--- config.mk ---
export PLATFORM = sky130hd
export DESIGN_NAME = ebau_core
export DESIGN_NICKNAME = d
export VERILOG_FILES = /design/src/verilog/ebau_pkg.sv /design/src/verilog/ebau_addsub.sv /design/src/verilog/ebau_core.sv
export SDC_FILE = /design/constraint.sdc
export NUM_CORES = 1
export LEC_CHECK = 0
export BUFFER_PORTS_ARGS = -buffer_cell sky130_fd_sc_hd__buf_2
export CAP_MARGIN = 20
export CELL_PAD_IN_SITES_DETAIL_PLACEMENT = 0
export CELL_PAD_IN_SITES_GLOBAL_PLACEMENT = 2
export CORE_UTILIZATION = 25
export DETAILED_ROUTE_END_ITERATION = 8
export GPL_ROUTABILITY_DRIVEN = 0
export PLACE_DENSITY_LB_ADDON = 0.05
export SLEW_MARGIN = 15
export SYNTH_ARGS = -nofsm -noshare
export SYNTH_HDL_FRONTEND = slang
export SYNTH_SLANG_ARGS = --single-unit
export TNS_END_PERCENT = 1
--- constraint.sdc ---
create_clock -name pclk -period 4.35 [get_ports pclk]
set_input_delay 0.2175 -clock pclk [delete_from_list [all_inputs] [get_ports pclk]]
set_output_delay 0.2175 -clock pclk [all_outputs]
set_load 0.1 [all_outputs]
--- src/verilog/ebau_pkg.sv ---
// ebau_pkg: constants, register map and operation codes of the
// eight-bit arithmetic unit.
// assumes: a 32-bit APB slave port, 8-bit byte address.
package ebau_pkg;

  localparam int unsigned DW = 8;
  localparam int unsigned FW = 4;
  localparam int unsigned AW = 8;

  // register byte offsets
  localparam logic [AW-1:0] OFS_WORK   = 8'h00;
  localparam logic [AW-1:0] OFS_FLAGS  = 8'h04;
  localparam logic [AW-1:0] OFS_MULOP  = 8'h08;
  localparam logic [AW-1:0] OFS_PRODHI = 8'h0C;
  localparam logic [AW-1:0] OFS_STATUS = 8'h10;

  // flag bit positions
  localparam int unsigned FLG_ZERO = 0;
  localparam int unsigned FLG_CARRY = 1;
  localparam int unsigned FLG_HALF = 2;
  localparam int unsigned FLG_WRAP = 3;

  // status bit positions
  localparam int unsigned STS_BADOP = 0;

  // reset values
  localparam logic [DW-1:0] WORK_RST   = 8'h00;
  localparam logic [FW-1:0] FLAGS_RST  = 4'h0;
  localparam logic [DW-1:0] MULOP_RST  = 8'h00;
  localparam logic [DW-1:0] PRODHI_RST = 8'h00;

  localparam logic [DW-1:0] BYTE_ZERO = 8'h00;
  localparam logic [DW-1:0] BYTE_ONE  = 8'h01;

  typedef enum logic [3:0] {
    OP_ADD_IMM  = 4'h0,
    OP_ADD_MEM  = 4'h1,
    OP_ADDC_MEM = 4'h2,
    OP_ADDC_ONE = 4'h3,
    OP_NADD     = 4'h4,
    OP_SUB_IMM  = 4'h5,
    OP_SUB_MEM  = 4'h6,
    OP_SUBC_MEM = 4'h7,
    OP_SUBC_ONE = 4'h8,
    OP_INC      = 4'h9,
    OP_DEC      = 4'hA,
    OP_CLEAR    = 4'hB,
    OP_MUL      = 4'hC
  } ebau_op_e;

endpackage : ebau_pkg

--- src/verilog/ebau_addsub.sv ---
// ebau_addsub: 8-bit adder/subtractor with the four status flags.
// assumes: purely combinational, driven by the unit's operand muxes.
`timescale 1ns/1ps
module ebau_addsub (
  input  wire logic [7:0] a,
  input  wire logic [7:0] b,
  input  wire logic       cy_in,
  input  wire logic       do_sub,
  output logic      [7:0] sum,
  output logic            carry,
  output logic            half,
  output logic            wrap,
  output logic            zero
);

  logic [7:0] b_eff;
  logic       c_eff;
  logic [8:0] full;
  logic [4:0] low;

  // subtraction as a plus inverted b plus inverted borrow
  assign b_eff = do_sub ? ~b : b;
  assign c_eff = do_sub ? ~cy_in : cy_in;
  assign full  = {1'b0, a} + {1'b0, b_eff} + {8'h00, c_eff};
  assign low   = {1'b0, a[3:0]} + {1'b0, b_eff[3:0]} + {4'h0, c_eff};
  assign sum   = full[7:0];
  // carry out of bit 7, borrow when subtracting
  assign carry = do_sub ? ~full[8] : full[8];
  assign half  = do_sub ? ~low[4] : low[4];
  // signed overflow: same-sign inputs give other-sign result
  assign wrap  = (a[7] == b_eff[7]) && (sum[7] != a[7]);
  assign zero  = (sum == 8'h00);

endmodule : ebau_addsub

--- src/verilog/ebau_core.sv ---
// ebau_core: eight-bit arithmetic unit with working register, flags,
// multiplier operand and product-high register, APB register access.
// assumes: sequencer issues one operation per op_valid/op_ready
// handshake and supplies the addressed memory byte on mem_rdata.
//
// Local design decisions: the register offsets and the APB slave port.
`timescale 1ns/1ps
module ebau_core (
  input  wire logic        pclk,
  input  wire logic        presetn,
  input  wire logic        psel,
  input  wire logic        penable,
  input  wire logic        pwrite,
  input  wire logic [7:0]  paddr,
  input  wire logic [31:0] pwdata,
  output logic      [31:0] prdata,
  output logic             pready,
  output logic             pslverr,
  input  wire logic        op_valid,
  output logic             op_ready,
  input  wire logic [3:0]  op_code,
  input  wire logic        op_to_mem,
  input  wire logic [7:0]  op_imm,
  input  wire logic [7:0]  mem_rdata,
  output logic             mem_we,
  output logic      [7:0]  mem_wdata,
  output logic      [7:0]  working_register,
  output logic      [3:0]  flags
);

  logic [7:0]  work_r;
  logic [3:0]  flags_r;
  logic [7:0]  mulop_r;
  logic [7:0]  prodhi_r;
  logic        badop_r;
  logic        mem_we_r;
  logic [7:0]  mem_wdata_r;
  logic [31:0] prdata_r;

  logic [7:0]  a_sel;
  logic [7:0]  b_sel;
  logic        cy_in;
  logic        do_sub;
  logic        to_mem;
  logic        to_work;
  logic        flag_upd;
  logic        legal;
  logic        clr;
  logic        mul;
  logic [7:0]  sum;
  logic        f_carry;
  logic        f_half;
  logic        f_wrap;
  logic        f_zero;
  logic [15:0] prod;
  logic        op_fire;
  logic        apb_wr;
  logic        sel_work;
  logic        sel_flags;
  logic        sel_mulop;
  logic        sel_prodhi;
  logic        sel_status;
  logic        mapped;
  logic [31:0] rd_mux;

  // register decode
  assign sel_work   = (paddr == ebau_pkg::OFS_WORK);
  assign sel_flags  = (paddr == ebau_pkg::OFS_FLAGS);
  assign sel_mulop  = (paddr == ebau_pkg::OFS_MULOP);
  assign sel_prodhi = (paddr == ebau_pkg::OFS_PRODHI);
  assign sel_status = (paddr == ebau_pkg::OFS_STATUS);
  assign mapped     = sel_work | sel_flags | sel_mulop | sel_prodhi
                    | sel_status;

  assign apb_wr   = psel && penable && pwrite;
  assign pready   = 1'b1;
  assign pslverr  = psel && penable && !mapped;
  assign prdata   = prdata_r;
  // register writes and operations never share an edge
  assign op_ready = !apb_wr;
  assign op_fire  = op_valid && op_ready;

  assign mem_we           = mem_we_r;
  assign mem_wdata        = mem_wdata_r;
  assign working_register = work_r;
  assign flags            = flags_r;

  // operand steering per operation
  always_comb begin
    a_sel    = work_r;
    b_sel    = ebau_pkg::BYTE_ZERO;
    cy_in    = 1'b0;
    do_sub   = 1'b0;
    to_mem   = 1'b0;
    to_work  = 1'b0;
    flag_upd = 1'b1;
    legal    = 1'b1;
    clr      = 1'b0;
    mul      = 1'b0;
    unique case (ebau_pkg::ebau_op_e'(op_code))
      ebau_pkg::OP_ADD_IMM: begin
        b_sel   = op_imm;
        to_work = 1'b1;
      end
      ebau_pkg::OP_ADD_MEM: begin
        b_sel   = mem_rdata;
        to_mem  = op_to_mem;
        to_work = !op_to_mem;
      end
      ebau_pkg::OP_ADDC_MEM: begin
        b_sel   = mem_rdata;
        cy_in   = flags_r[ebau_pkg::FLG_CARRY];
        to_mem  = op_to_mem;
        to_work = !op_to_mem;
      end
      ebau_pkg::OP_ADDC_ONE: begin
        a_sel   = op_to_mem ? mem_rdata : work_r;
        cy_in   = flags_r[ebau_pkg::FLG_CARRY];
        to_mem  = op_to_mem;
        to_work = !op_to_mem;
      end
      ebau_pkg::OP_NADD: begin
        do_sub = 1'b1;
        if (op_to_mem) begin
          a_sel  = work_r;
          b_sel  = mem_rdata;
          to_mem = 1'b1;
        end else begin
          a_sel   = mem_rdata;
          b_sel   = work_r;
          to_work = 1'b1;
        end
      end
      ebau_pkg::OP_SUB_IMM: begin
        b_sel   = op_imm;
        do_sub  = 1'b1;
        to_work = 1'b1;
      end
      ebau_pkg::OP_SUB_MEM: begin
        do_sub = 1'b1;
        if (op_to_mem) begin
          a_sel  = mem_rdata;
          b_sel  = work_r;
          to_mem = 1'b1;
        end else begin
          b_sel   = mem_rdata;
          to_work = 1'b1;
        end
      end
      ebau_pkg::OP_SUBC_MEM: begin
        do_sub = 1'b1;
        cy_in  = flags_r[ebau_pkg::FLG_CARRY];
        if (op_to_mem) begin
          a_sel  = mem_rdata;
          b_sel  = work_r;
          to_mem = 1'b1;
        end else begin
          b_sel   = mem_rdata;
          to_work = 1'b1;
        end
      end
      ebau_pkg::OP_SUBC_ONE: begin
        a_sel   = op_to_mem ? mem_rdata : work_r;
        cy_in   = flags_r[ebau_pkg::FLG_CARRY];
        do_sub  = 1'b1;
        to_mem  = op_to_mem;
        to_work = !op_to_mem;
      end
      ebau_pkg::OP_INC: begin
        a_sel  = mem_rdata;
        b_sel  = ebau_pkg::BYTE_ONE;
        to_mem = 1'b1;
      end
      ebau_pkg::OP_DEC: begin
        a_sel  = mem_rdata;
        b_sel  = ebau_pkg::BYTE_ONE;
        do_sub = 1'b1;
        to_mem = 1'b1;
      end
      ebau_pkg::OP_CLEAR: begin
        clr      = 1'b1;
        to_mem   = 1'b1;
        flag_upd = 1'b0;
      end
      ebau_pkg::OP_MUL: begin
        mul      = 1'b1;
        flag_upd = 1'b0;
      end
      default: begin
        legal    = 1'b0;
        flag_upd = 1'b0;
      end
    endcase
  end

  ebau_addsub u_addsub (
    .a      (a_sel),
    .b      (b_sel),
    .cy_in  (cy_in),
    .do_sub (do_sub),
    .sum    (sum),
    .carry  (f_carry),
    .half   (f_half),
    .wrap   (f_wrap),
    .zero   (f_zero)
  );

  assign prod = {8'h00, work_r} * {8'h00, mulop_r};

  // working register
  always_ff @(posedge pclk or negedge presetn) begin
    if (!presetn) begin
      work_r <= ebau_pkg::WORK_RST;
    end else if (op_fire && mul) begin
      work_r <= prod[7:0];
    end else if (op_fire && to_work) begin
      work_r <= sum;
    end else if (apb_wr && sel_work) begin
      work_r <= pwdata[7:0];
    end
  end

  // status flags
  always_ff @(posedge pclk or negedge presetn) begin
    if (!presetn) begin
      flags_r <= ebau_pkg::FLAGS_RST;
    end else if (op_fire && flag_upd) begin
      flags_r[ebau_pkg::FLG_ZERO]  <= f_zero;
      flags_r[ebau_pkg::FLG_CARRY] <= f_carry;
      flags_r[ebau_pkg::FLG_HALF]  <= f_half;
      flags_r[ebau_pkg::FLG_WRAP]  <= f_wrap;
    end else if (apb_wr && sel_flags) begin
      flags_r <= pwdata[3:0];
    end
  end

  // multiplier operand
  always_ff @(posedge pclk or negedge presetn) begin
    if (!presetn) begin
      mulop_r <= ebau_pkg::MULOP_RST;
    end else if (apb_wr && sel_mulop) begin
      mulop_r <= pwdata[7:0];
    end
  end

  always_ff @(posedge pclk or negedge presetn) begin
    if (!presetn) begin
      prodhi_r <= ebau_pkg::PRODHI_RST;
    end else if (op_fire && mul) begin
      prodhi_r <= prod[15:8];
    end
  end

  // memory write-back, one-cycle strobe
  always_ff @(posedge pclk or negedge presetn) begin
    if (!presetn) begin
      mem_we_r    <= 1'b0;
      mem_wdata_r <= ebau_pkg::BYTE_ZERO;
    end else begin
      mem_we_r <= op_fire && to_mem;
      if (op_fire && to_mem) begin
        mem_wdata_r <= clr ? ebau_pkg::BYTE_ZERO : sum;
      end
    end
  end

  // illegal code sticky, write one clears, set wins
  always_ff @(posedge pclk or negedge presetn) begin
    if (!presetn) begin
      badop_r <= 1'b0;
    end else if (op_fire && !legal) begin
      badop_r <= 1'b1;
    end else if (apb_wr && sel_status && pwdata[ebau_pkg::STS_BADOP]) begin
      badop_r <= 1'b0;
    end
  end

  always_comb begin
    rd_mux = 32'h0000_0000;
    if (sel_work) begin
      rd_mux[7:0] = work_r;
    end
    if (sel_flags) begin
      rd_mux[3:0] = flags_r;
    end
    if (sel_mulop) begin
      rd_mux[7:0] = mulop_r;
    end
    if (sel_prodhi) begin
      rd_mux[7:0] = prodhi_r;
    end
    if (sel_status) begin
      rd_mux[ebau_pkg::STS_BADOP] = badop_r;
    end
  end

  // read data captured in the setup cycle
  always_ff @(posedge pclk or negedge presetn) begin
    if (!presetn) begin
      prdata_r <= 32'h0000_0000;
    end else if (psel && !penable && !pwrite) begin
      prdata_r <= rd_mux;
    end
  end

endmodule : ebau_core

==> reports/metrics.cfg <==
[sta]
fmaxAchievable_ghz=0.233
hold_viol=6
fin_ws_ns=0.0539
tightest_slew_ns=0.874
finClkSkew_ns=0.0129
setup_viol=0
slew-limit-headroom_pct=41.6
fin_hold_ws_ns=-0.0120
layout_worst_path_cycle_share_pct=98.8
rsz0062_at_grt=yes
drv_slew=0
post-route-min-period_ns=4.30
setup_tns_ns=0

[synth]
synthesis.area_per_instance_um2=9.13
seq_area_frac_synth_pct=20.3
synth.lib_cells_used.distinct=76
yosysTopAreaCellShare_pct=20.3
async_reset_ff_share_pct=100
post_synth_most_frequent_cells=sky130_fd_sc_hd__inv_1 (62), sky130_fd_sc_hd__nand2_1 (59), sky130_fd_sc_hd__and2_1 (57), sky130_fd_sc_hd__dfrtp_1 (46), sky130_fd_sc_hd__ha_1 (43)
ys_ff_latch=46
biggest_area_contributors_in_the_synthesized_netlist=sky130_fd_sc_hd__dfrtp_1 (20%), sky130_fd_sc_hd__fa_1 (13%), sky130_fd_sc_hd__ha_1 (9.5%)
count_leader_synth=sky130_fd_sc_hd__inv_1
synth_largest_area_cell=sky130_fd_sc_hd__dfrtp_1
synth_enable_flop_cells=0
synth_warnings=0
synthesis.area_um2=5680
synth_flop_cell=sky130_fd_sc_hd__dfrtp_1
postSynthCellCount=622

[routing]
post_drt_wl_per_cell_um=18.3
wl_um=18300
drtIter0Drc=197
routed_via_density=4.72
antenna_violating_nets_post_route=0
drt_pass1_iterations=4
detailroute.via_count=4718
drcViolationCount=0

[place]
buffer_ports.inserted=73
place_hpwl_um=14900
preCtsSetupSlack_ns=-0.0145

[global_route]
wire_length_of_the_first_global_routing_pass_um=28300
overflow=0
pin_count_of_the_biggest_net_entering_global_routing=47
gr-usage-met2_pct=28.5
met3_usage_pct=1.82
gr-max-usage-layer=met2
global_route.usage.total_pct=15.8
antenna_found_initial=0
use_met1_pct=20.1
first_global_vias=4833

[die]
initial_utilization_pct=25.8
die_width_um=153
fp.coreArea_um2=22000
num_io_pins=123
die_h_um=153
fp-row-count=54
die_area_um2=23300

[clocking]
ctsRootBufferMaster=sky130_fd_sc_hd__clkbuf_16
clock_latency_ns=0.31
clk_path_buf_depth=2
tritoncts_num_sinks=46
hold_buffers=0
clock_tree_from_tritoncts=built
cts.reportedPaths.clkPinSlew_ns=0.08
htree_num_levels=2
cts_inserted_buffers=5

[worst_setup_path]
worst_path_max_fanout=5
required_ns=4.52
path_class=flop to flop
worstRegToRegCells=15
ff_to_ff_start=mulop_r[3]
crit_path_end_kind=flop
timing.rr.end=prodhi_r[4]
startpoint_type=flop
r2r_setup_slack_ns=0.05
arrival_ns=4.46

[final_layout]
flow.area_growth_from_synthesis_pct=19.4
filler_cell_count=2388
finalNetCount=866
drive_above_1_share_pct=28.7
diodes=0

[pwr]
irDropWorstVdd_mv=0.276
pwr_density_cell_nw_per_um2=367
power.leakage_nw=3.35

[outcome]
violated_checks=hold timing
run_status=complete, but fails checks

[job]
cap_violations=0

[worst_hold_path]
min-delay-path-class=input pin to asynchronous set/reset pin

## flip-flops by register name, summed over array words and instances, names as in the netlist
signal            count
mem_wdata             8
prdata                8
flags                 4
badop_r               1
working_register      8
prodhi_r              8
mem_we                1
mulop_r               8
## what timing repair did
action / CTS / global route
endpoints found under the setup margin: 3 / 8
setup buffers: 0 / 2
pin swaps: 0 / 8
resized for setup: 4 / 14
## placed cells by master, fill, tap and decap left out, types with 12 or more instances in the layout
cell                      instances
sky130_fd_sc_hd__a21oi_1         12
sky130_fd_sc_hd__and2_1          52
sky130_fd_sc_hd__buf_2           73
sky130_fd_sc_hd__buf_4           44
sky130_fd_sc_hd__conb_1          25
sky130_fd_sc_hd__dfrtp_1         37
sky130_fd_sc_hd__fa_1            36
sky130_fd_sc_hd__ha_1            38
sky130_fd_sc_hd__inv_1           61
sky130_fd_sc_hd__mux2_2          20
sky130_fd_sc_hd__nand2_1         59
sky130_fd_sc_hd__nor2_1          22
sky130_fd_sc_hd__o21ai_0         25
sky130_fd_sc_hd__xor2_1          13
## where the power goes
group / total (W) / internal [W] / leakage (nW) / switching, W
sequential: 0.000595 / 0.000513 / 0.593 / 0.0000819
clock: 0.000425 / 0.000220 / 0.0723 / 0.000205
combinational: 0.00147 / 0.000372 / 2.68 / 0.00110
## area by class of cell
| type | instances | area, um2 | share of cell area [%] |
|---|---|---|---|
| Tap cell | 280 | 350 | 5.16 |
| Clock buffer | 5 | 125 | 1.84 |
| Timing Repair Buffer | 117 | 696 | 10.3 |
| Sequential cell | 46 | 1180 | 17.4 |
| Multi-Input combinational cell | 486 | 4170 | 61.5 |
| Clock inverter | 3 | 27.5 | 0.406 |
| Inverter | 62 | 233 | 3.43 |
## worst max-delay path: stages, from the launching register on
cell and delay (ns):
sky130_fd_sc_hd__dfrtp_1 0.44, sky130_fd_sc_hd__buf_4 0.17, sky130_fd_sc_hd__and2_1 0.16, sky130_fd_sc_hd__fa_1 0.54, sky130_fd_sc_hd__fa_1 0.44, sky130_fd_sc_hd__fa_1 0.49, sky130_fd_sc_hd__inv_1 0.05, sky130_fd_sc_hd__fa_1 0.49
sky130_fd_sc_hd__inv_2 0.05, sky130_fd_sc_hd__ha_4 0.15, sky130_fd_sc_hd__or3_4 0.41, sky130_fd_sc_hd__or2_4 0.27, sky130_fd_sc_hd__o221ai_4 0.18, sky130_fd_sc_hd__o21bai_1 0.11, sky130_fd_sc_hd__xnor2_1 0.15, sky130_fd_sc_hd__o21ai_1 0.07
## metal layers
layer	vias to the layer above	share of wire, %
li1	2297	-
met1	2342	47
met2	66	50
met3	13	2.0
met4	0	1.0
met5	-	0
## per-stage QoR
| step | power (W) | cells | cell area (um2) | util (%) |
|---|---|---|---|---|
| floorplan | 0.00172 | 645 | 5900 | - |
| CTS | 0.00251 | 998 | 6710 | 30.5 |
| finish | 0.00249 | 999 | 6790 | 30.8 |
| detailed placement | 0.00207 | 990 | 6540 | 29.7 |
| global placement | 0.00206 | 990 | 6540 | 29.7 |
| global route | 0.00262 | 999 | 6790 | 30.8 |
## how the worst max path moves through the flow
stage	slack (ns)	to	depth (start not counted)	startpoint
after floorplan	-0.04	prodhi_r[4]	17	working_register[5]
after global placement	-0.01	prodhi_r[2]	14	mulop_r[3]
after detailed placement	-0.01	prodhi_r[1]	15	working_register[1]
after CTS	0.001	prodhi_r[4]	14	working_register[3]
after global routing	-0.08	prodhi_r[2]	14	mulop_r[2]
final	0.05	prodhi_r[4]	15	mulop_r[3]
## cells by family (layout without fill, tap and decap cells)
kind of cell,Yosys count,in the layout,synth area share (%)
other,2,25,0.132
AND/OR/NAND/NOR,190,190,18.4
buffers and inverters,113,187,10.1
multiplexers,32,32,7.14
flip-flops,46,46,20.3
AO/OA/AOI/OAI,134,134,17.4
adder cells (fa/ha/maj),81,81,22.9
XOR/XNOR,24,24,3.70
No activity file was read; power rests on OpenSTA's default activity.
